`src/sac_cfg.svh`:
```
// constants and register layout of the converter control block
// Overview of operation
// - interrupt at every conversion end when enabled
// - enabled interrupt keeps done flag clear, reads zero
// - done flag set at end, cleared by result read
// - result read or control write drops interrupt
// - converting continues in wait, interrupt wakes processor
// - stop mode aborts conversion, resumes on exit
// - continuous bit repeats conversions, else one only
// - five-bit select, codes 0-3 pick pins
// - all-ones select powers down, reset value
// - codes 1D/1E route supply/ground references
// - one 8-bit result loaded per conversion
// - 3-bit divider: 1,2,4,8, top bit 16
// - sixteen conversion clocks, start after control write
// - continuous results overwrite unread previous ones
`ifndef SAC_CFG_SVH
`define SAC_CFG_SVH
`define SAC_ADR_SC 8'h00
`define SAC_ADR_RES 8'h04
`define SAC_ADR_CLK 8'h08
`define SAC_ADR_IST 8'h0C
`define SAC_ADR_IMSK 8'h10
`define SAC_SC_DONE 7
`define SAC_SC_IEN 6
`define SAC_SC_CONT 5
`define SAC_SC_RST 8'h1F
`define SAC_CLK_RST 3'h0
`define SAC_CLK_LSB 5
`define SAC_SEL_OFF 5'h1F
`define SAC_SEL_SUPPLY 5'h1D
`define SAC_SEL_GROUND 5'h1E
`define SAC_SEL_PINS 5'h03
`define SAC_IST_DONE 0
`define SAC_IST_ABORT 1
`define SAC_CONV_TICKS 5'h10
`define SAC_SAMPLE_TICKS 4'h8
`endif

```
`src/sac_pkg.sv`:
```
// types and shared decode for the converter control block
package sac_pkg;
  typedef enum logic [1:0] {
    SAC_IDLE = 2'b00,
    SAC_ARM = 2'b01,
    SAC_RUN = 2'b11
  } sac_state_t;

  // divider compare mask: codes with top bit set all divide by 16
  function automatic logic [3:0] sac_div_mask(input logic [2:0] code);
    case (code)
      3'h0: sac_div_mask = 4'h0;
      3'h1: sac_div_mask = 4'h1;
      3'h2: sac_div_mask = 4'h3;
      3'h3: sac_div_mask = 4'h7;
      default: sac_div_mask = 4'hF;
    endcase
  endfunction
endpackage

```
`src/sac_clk_div.sv`:
```
// prescaler making the conversion clock tick from the bus clock
`timescale 1ns/10ps
`include "sac_cfg.svh"
module sac_clk_div
  import sac_pkg::*;
(
  input wire logic clk_i, // bus clock
  input wire logic rst_i, // sync reset
  input wire logic [2:0] div_i, // clock_divide code
  output logic tick_o // conversion clock rising edge
);
  logic [3:0] cnt_reg;
  logic [3:0] mask;

  always_ff @(posedge clk_i) begin
    if (rst_i) begin
      cnt_reg <= 4'h0;
    end else begin
      cnt_reg <= cnt_reg + 4'h1;
    end
  end

  assign mask = sac_div_mask(div_i);
  assign tick_o = ((cnt_reg & mask) == mask);
endmodule

```
`src/sac_sar.sv`:
```
// successive-approximation sequencer, sample phase then MSB-first
`timescale 1ns/10ps
`include "sac_cfg.svh"
module sac_sar (
  input wire logic clk_i, // bus clock
  input wire logic rst_i, // sync reset
  input wire logic start_i, // begin on this tick
  input wire logic abort_i, // drop conversion
  input wire logic tick_i, // conversion clock edge
  input wire logic comp_i, // 1: input at or above trial
  output logic busy_o, // conversion in progress
  output logic sample_o, // sample switch closed
  output logic done_o, // one-cycle end pulse
  output logic [7:0] trial_o, // trial code to the dac
  output logic [7:0] result_o // last finished code
);
  logic [3:0] cnt_reg;
  logic [2:0] bit_idx;
  logic [7:0] kept;

  assign bit_idx = 3'(4'hF - cnt_reg);
  assign kept = comp_i ? trial_o : (trial_o & ~(8'h01 << bit_idx));
  assign sample_o = busy_o && (cnt_reg < `SAC_SAMPLE_TICKS);

  always_ff @(posedge clk_i) begin
    if (rst_i) begin
      busy_o <= 1'b0;
      cnt_reg <= 4'h0;
      trial_o <= 8'h00;
      result_o <= 8'h00;
      done_o <= 1'b0;
    end else begin
      done_o <= 1'b0;
      if (start_i) begin
        // the start tick is the first of sixteen
        busy_o <= 1'b1;
        cnt_reg <= 4'h1;
        trial_o <= 8'h80;
      end else if (abort_i) begin
        busy_o <= 1'b0;
      end else if (busy_o && tick_i) begin
        cnt_reg <= cnt_reg + 4'h1;
        if (cnt_reg >= `SAC_SAMPLE_TICKS) begin
          trial_o <= kept | ((8'h01 << bit_idx) >> 1);
          if (cnt_reg == 4'hF) begin
            busy_o <= 1'b0;
            result_o <= kept;
            done_o <= 1'b1;
          end
        end
      end
    end
  end
endmodule

```
`src/sac_top.sv`:
```
// converter control with wishbone registers, interrupts, sequencing
`timescale 1ns/10ps
`include "sac_cfg.svh"
module sac_top
  import sac_pkg::*;
(
  input wire logic clk_i, // bus clock 100 MHz
  input wire logic rst_i, // sync reset, high
  input wire logic wb_cyc_i, // bus cycle
  input wire logic wb_stb_i, // strobe
  input wire logic wb_we_i, // write
  input wire logic [7:0] wb_adr_i, // byte address
  input wire logic [3:0] wb_sel_i, // byte lanes
  input wire logic [31:0] wb_dat_i, // write data
  output logic [31:0] wb_dat_o, // read data
  output logic wb_ack_o, // acknowledge
  input wire logic stop_i, // processor in stop mode
  input wire logic comp_i, // comparator decision
  output logic [7:0] dac_code_o, // trial code
  output logic sample_o, // sample switch
  output logic [4:0] input_select_o, // mux select
  output logic [3:0] pin_override_o, // pin forced analog
  output logic ref_supply_o, // route analog_supply_ref
  output logic ref_ground_o, // route analog_ground_ref
  output logic power_down_o, // analog off
  output logic irq_o // interrupt, level
);
  sac_state_t state_reg;
  logic ack_reg;
  logic [31:0] rdat_reg;
  logic [4:0] input_select;
  logic conv_irq_enable;
  logic continuous_conv;
  logic conv_done_flag;
  logic pend_reg;
  logic [2:0] clock_divide;
  logic [1:0] ist_reg;
  logic [1:0] imask_reg;
  logic [7:0] result_reg;
  logic req;
  logic wr;
  logic rd;
  logic wr_sc;
  logic rd_res;
  logic [7:0] sc_val;
  logic tick;
  logic sar_start;
  logic sar_abort;
  logic sar_busy;
  logic sar_done;
  logic [7:0] sar_result;
  logic stop_abort;
  logic sel_off;

  // bus: answer one cycle after the request, act on the ack edge
  // acting only on the ack edge keeps a held request from acting twice
  assign req = wb_cyc_i && wb_stb_i;
  assign wr = req && wb_we_i && ack_reg && wb_sel_i[0];
  assign rd = req && !wb_we_i && ack_reg;
  assign wr_sc = wr && (wb_adr_i == `SAC_ADR_SC);
  assign rd_res = rd && (wb_adr_i == `SAC_ADR_RES);
  assign wb_ack_o = ack_reg;
  assign wb_dat_o = rdat_reg;

  assign sc_val = {conv_done_flag && !conv_irq_enable, conv_irq_enable,
                   continuous_conv, input_select};

  always_ff @(posedge clk_i) begin
    if (rst_i) begin
      ack_reg <= 1'b0;
      rdat_reg <= 32'h0000_0000;
    end else begin
      ack_reg <= req && !ack_reg;
      rdat_reg <= 32'h0000_0000;
      if (req && !ack_reg && !wb_we_i) begin
        case (wb_adr_i)
          `SAC_ADR_SC: rdat_reg <= {24'h000000, sc_val};
          `SAC_ADR_RES: rdat_reg <= {24'h000000, result_reg};
          `SAC_ADR_CLK: rdat_reg <= {24'h000000, clock_divide, 5'h00};
          `SAC_ADR_IST: rdat_reg <= {30'h0, ist_reg};
          `SAC_ADR_IMSK: rdat_reg <= {30'h0, imask_reg};
          default: rdat_reg <= 32'h0000_0000;
        endcase
      end
    end
  end

  // control registers; a written done bit is ignored
  always_ff @(posedge clk_i) begin
    if (rst_i) begin
      input_select <= 5'(`SAC_SC_RST & 8'h1F);
      conv_irq_enable <= 1'b0;
      continuous_conv <= 1'b0;
      clock_divide <= `SAC_CLK_RST;
      imask_reg <= 2'h0;
    end else if (wr) begin
      if (wb_adr_i == `SAC_ADR_SC) begin
        input_select <= wb_dat_i[4:0];
        conv_irq_enable <= wb_dat_i[`SAC_SC_IEN];
        continuous_conv <= wb_dat_i[`SAC_SC_CONT];
      end
      if (wb_adr_i == `SAC_ADR_CLK) begin
        clock_divide <= wb_dat_i[`SAC_CLK_LSB +: 3];
      end
      if (wb_adr_i == `SAC_ADR_IMSK) begin
        imask_reg <= wb_dat_i[1:0];
      end
    end
  end

  sac_clk_div u_div (
    .clk_i(clk_i),
    .rst_i(rst_i),
    .div_i(clock_divide),
    .tick_o(tick)
  );

  sac_sar u_sar (
    .clk_i(clk_i),
    .rst_i(rst_i),
    .start_i(sar_start),
    .abort_i(sar_abort),
    .tick_i(tick),
    .comp_i(comp_i),
    .busy_o(sar_busy),
    .sample_o(sample_o),
    .done_o(sar_done),
    .trial_o(dac_code_o),
    .result_o(sar_result)
  );

  assign sel_off = (input_select == `SAC_SEL_OFF);
  // first conversion-clock edge after arming
  // a write on the same edge wins and re-arms or idles, so an off code never starts
  assign sar_start = (state_reg == SAC_ARM) && tick && !stop_i && !sel_off &&
                     !wr_sc;
  // only a live conversion is aborted; the end cycle is no longer busy
  assign stop_abort = sar_busy && stop_i;
  // stop or a control write aborts
  assign sar_abort = stop_abort || wr_sc;

  // sequencing state
  always_ff @(posedge clk_i) begin
    if (rst_i) begin
      state_reg <= SAC_IDLE;
    end else begin
      case (state_reg)
        SAC_IDLE: begin
          if (wr_sc && (wb_dat_i[4:0] != `SAC_SEL_OFF)) begin
            state_reg <= SAC_ARM;
          end
        end
        SAC_ARM: begin
          if (wr_sc && (wb_dat_i[4:0] == `SAC_SEL_OFF)) begin
            state_reg <= SAC_IDLE;
          end else if (sar_start) begin
            state_reg <= SAC_RUN;
          end
        end
        SAC_RUN: begin
          if (wr_sc) begin
            state_reg <= (wb_dat_i[4:0] == `SAC_SEL_OFF) ? SAC_IDLE : SAC_ARM;
          end else if (sar_done) begin
            // repeat or finish; a finished single run ignores stop
            state_reg <= continuous_conv ? SAC_ARM : SAC_IDLE;
          end else if (stop_i) begin
            state_reg <= SAC_ARM;
          end
        end
        default: state_reg <= SAC_IDLE;
      endcase
    end
  end

  // every finished code overwrites the result
  always_ff @(posedge clk_i) begin
    if (rst_i) begin
      result_reg <= 8'h00;
    end else if (sar_done) begin
      result_reg <= sar_result;
    end
  end

  // flag: set wins over the result-read clear
  always_ff @(posedge clk_i) begin
    if (rst_i) begin
      conv_done_flag <= 1'b0;
    end else if (sar_done && !conv_irq_enable) begin
      conv_done_flag <= 1'b1;
    end else if (rd_res) begin
      conv_done_flag <= 1'b0;
    end
  end

  // request raised at end, dropped by read or write; set wins
  always_ff @(posedge clk_i) begin
    if (rst_i) begin
      pend_reg <= 1'b0;
    end else if (sar_done && conv_irq_enable) begin
      pend_reg <= 1'b1;
    end else if (rd_res || wr_sc) begin
      pend_reg <= 1'b0;
    end
  end

  // sticky events, write one to clear, new event wins
  always_ff @(posedge clk_i) begin
    if (rst_i) begin
      ist_reg <= 2'h0;
    end else begin
      ist_reg[`SAC_IST_DONE] <= sar_done || (ist_reg[`SAC_IST_DONE] &&
        !(wr && wb_adr_i == `SAC_ADR_IST && wb_dat_i[`SAC_IST_DONE]));
      ist_reg[`SAC_IST_ABORT] <= stop_abort || (ist_reg[`SAC_IST_ABORT] &&
        !(wr && wb_adr_i == `SAC_ADR_IST && wb_dat_i[`SAC_IST_ABORT]));
    end
  end

  // pending request reaches the processor in wait too
  assign irq_o = pend_reg || |(ist_reg & imask_reg);

  assign input_select_o = input_select;
  assign power_down_o = sel_off;
  assign ref_supply_o = (input_select == `SAC_SEL_SUPPLY);
  assign ref_ground_o = (input_select == `SAC_SEL_GROUND);
  always_comb begin
    pin_override_o = 4'h0;
    if (input_select <= `SAC_SEL_PINS) begin
      pin_override_o[input_select[1:0]] = 1'b1;
    end
  end
endmodule

```
`config.mk`:
```
export PLATFORM = sky130hd
export DESIGN_NAME = sac_top
export DESIGN_NICKNAME = d
export VERILOG_FILES = /design/src/sac_pkg.sv /design/src/sac_clk_div.sv /design/src/sac_sar.sv /design/src/sac_top.sv
export VERILOG_INCLUDE_DIRS = /design/src /design/src/src
export SDC_FILE = /design/constraint.sdc
export NUM_CORES = 1
export LEC_CHECK = 0
export ABC_CLOCK_PERIOD_IN_PS = 2400
export BUFFER_PORTS_ARGS = -buffer_cell sky130_fd_sc_hd__buf_2
export CORE_ASPECT_RATIO = 1.1
export CORE_MARGIN = 2
export CORE_UTILIZATION = 44
export DETAILED_ROUTE_END_ITERATION = 10
export GPL_TIMING_DRIVEN = 0
export PLACE_DENSITY = 0.75
export SETUP_SLACK_MARGIN = 0.1
export SYNTH_ARGS = -nofsm -noshare
export SYNTH_HDL_FRONTEND = slang
export SYNTH_HIERARCHICAL = 1
export SYNTH_SLANG_ARGS = --single-unit
```
`constraint.sdc`:
```
create_clock -name clk_i -period 2.4 [get_ports clk_i]
set_input_delay 0.12 -clock clk_i [delete_from_list [all_inputs] [get_ports clk_i]]
set_output_delay 0.12 -clock clk_i [all_outputs]
set_load 0.03 [all_outputs]
```
==> impl_metrics.env <==
export IMPL_status="completed"
export IMPL_ys_top_cells_by_count="dfxtp_1, nor2_1, a21oi_1, nand2_1, buf_4"
export IMPL_min_path_type="input port to flop"
export IMPL_antenna_cells=0
export IMPL_design_core_area_um2=6594
export IMPL_finalClockSkew_ns=0.009417
export IMPL_clockBufferDepth=2
export IMPL_grt_pass1_wl_um=11680
export IMPL_drt_total_wl_um=7247
export IMPL_ant_nets=0
export IMPL_synth_edff_count=0
export IMPL_viasPerCell=5.253
export IMPL_dr_first_iter_drc_count=200
export IMPL_io_buffers=54
export IMPL_power_density_nw_per_um2=559.6
export IMPL_rsz0062_at_grt="false"
export IMPL_total_power_mw=2.072
export IMPL_cp_end_kind="flop"
export IMPL_die_x_um=82.72
export IMPL_ioPinCount=106
export IMPL_netlist_top_cells_area="dfxtp_1, buf_4, a21oi_1, nor2_1, mux2i_1"
export IMPL_seq_area_frac_synth_pct=40.72
export IMPL_die_area_um2=7494
export IMPL_wl_per_cell_um=13.91
export IMPL_antenna_found_initial=0
export IMPL_crit_required_ns=2.61
export IMPL_fp_dieH_um=90.59
export IMPL_finalMaxSlewViolations=0
export IMPL_htree_levels=3
export IMPL_cts_tree="yes"
export IMPL_nFillCells=616
export IMPL_power_leakage_nw=1.497
export IMPL_min_period_over_period_pct=89.96
export IMPL_ys_warn_count=6
export IMPL_post_dp_hpwl_um=5264
export IMPL_max_freq_ghz=0.4632
export IMPL_finalHoldViolations=0
export IMPL_multi_input_area_um2=1602
export IMPL_setup_viol=0
export IMPL_cp_max_fo=8
export IMPL_clockRootBuffer="clkbuf_8"
export IMPL_ys_flop_type="dfxtp_1"
export IMPL_grt_pass1_vias=2444
export IMPL_dr_pass1_iters=5
export IMPL_slew_headroom_pct=52.22
export IMPL_grt_usage_pct=20.08
export IMPL_clk_latency_ns=0.34
export IMPL_vias=2737
export IMPL_cp_cell_sequence="nand2_1 -> a221oi_4 -> or4b_4 -> nor2_4 -> and3b_1 -> buf_2 -> o2111ai_1 -> a21oi_1"
export IMPL_grt_overflow=0
export IMPL_post_place_ws_ns=-0.2732
export IMPL_drive_above_1_share_pct=27.79
export IMPL_async_flop_share_pct=0
export IMPL_numCtsBuffers=9
export IMPL_drc_errors=0
export IMPL_cap_violations=0
export IMPL_ys_ff_latch=61
export IMPL_synth_most_common_cell="dfxtp_1"
export IMPL_gp_congestion=0.8655
export IMPL_setup_slack_ns=0.2411
export IMPL_cp_slowest_stage_delay_ns=0.52
export IMPL_period_needed_ns=2.159
export IMPL_clkTransAtPathRegs_ns=0.07
export IMPL_hold_buffers=0
export IMPL_holdWs_ns=0.007107
export IMPL_grt_max_degree=11
export IMPL_seq_area_um2=1221
export IMPL_final_nets=492
export IMPL_netlist_area_um2=2999
export IMPL_synthCells=344
export IMPL_start_util_pct=45.48
export IMPL_cp_slowest_cell="or4b_4"
export IMPL_critical_path_class="flop to flop"
export IMPL_yosys_area_top_type="dfxtp_1"
export IMPL_worst_slew_pin_slew_ns=0.7107
export IMPL_synth_top_area_share_pct=40.72
export IMPL_ir_drop_mv=0.3346
export IMPL_syn_avg_cell_area_um2=8.718
export IMPL_area_growth_pct=23.45
export IMPL_cts_sinks=61
export IMPL_arrival_ns=2.37
export IMPL_row_count=31
export IMPL_ys_types=57
export IMPL_cp_start_kind="flop"
## worst max-delay path, delay by kind of cell (launching register included)
family	cells	cell delay [ns]
and+or+nand+nor	4	0.96
AOI/OAI and AO/OA	3	0.51
DFF	1	0.39
buffers and inverters	1	0.17
## timing repair
| action | CTS | global route |
|---|---|---|
| endpoints found under the setup margin | 20 | 20 |
| pin swaps | 2 | 0 |
| gates cloned | 0 | 0 |
| gates resized for setup | 4 | 5 |
| buffers inserted | 2 | 0 |
## cells in the final DEF (no fill, tap or decap), types with 6 or more instances in the layout
cell	n
dfxtp_1	61
clkbuf_8	10
buf_2	58
mux2i_1	11
nand3_1	14
nand2_1	29
conb_1	24
a21oi_1	29
ha_1	7
clkbuf_1	7
inv_1	10
nand4_1	9
a22oi_1	6
o21ai_0	20
buf_4	26
nand3b_1	9
nor2_1	34
## path summary, 6_finish.rpt
check | from | endpoint | slack (ns) | depth (start not counted)
worst max-delay path | u_div/cnt_reg[2] | u_sar/result_o[4] | 0.24 | 8
worst min-delay path | wb_dat_i[2] | input_select_o[2] | 0.007 | 3
worst max register to register | u_div/cnt_reg[2] | u_sar/result_o[4] | 0.24 | 8
worst min register to register | wb_ack_o | wb_ack_o | 0.46 | 1
## cell type report
class                   instances  area share, %
multi-input cells             258          43.26
clock inverters                 4          1.284
clock buffers                  12          3.920
flip-flops and latches         61          32.98
well taps                      82          2.771
repair buffers                 56          7.705
inverters                      10          1.014
plain buffers                  38          7.063
## stage by stage
| step | util (%) | instances | instance area (um^2) | setup TNS [ns] |
|---|---|---|---|---|
| after floorplan | - | 367 | 3085 | 0 |
| after CTS | 55.92 | 521 | 3687 | 0 |
| final | 56.15 | 521 | 3702 | 0 |
| after global routing | 56.15 | 521 | 3702 | 0 |
| after global placement | 52.45 | 503 | 3458 | -3.518 |
| after detailed placement | 52.45 | 503 | 3458 | -4.096 |
## per-layer routing
metal	part of all wire, %	global-route usage, %	wire length [um]
met5	0	0	0
met3	6.7	4.700	489
met2	47	32.66	3376
met1	44	25.94	3216
met4	2.3	6.284	164
## power by group
group | switching, mW | total [mW] | internal [mW]
Clock | 0.386 | 0.890 | 0.505
Combinational | 0.103 | 0.159 | 0.0566
Sequential | 0.00471 | 1.02 | 1.02
## logic make-up (layout without fill, tap and decap cells)
kind of cell,after synthesis,in the layout,synth area share [%]
and+or+nand+nor,135,135,24.91
AOI/OAI and AO/OA,76,76,16.10
DFF,61,61,40.72
buffers and inverters,48,120,9.929
muxes,13,13,4.422
adders and majority gates,7,7,2.920
xor gates and xnor gates,3,3,0.8763
other,1,24,0.1250
Power figures use the tool's default switching activity.
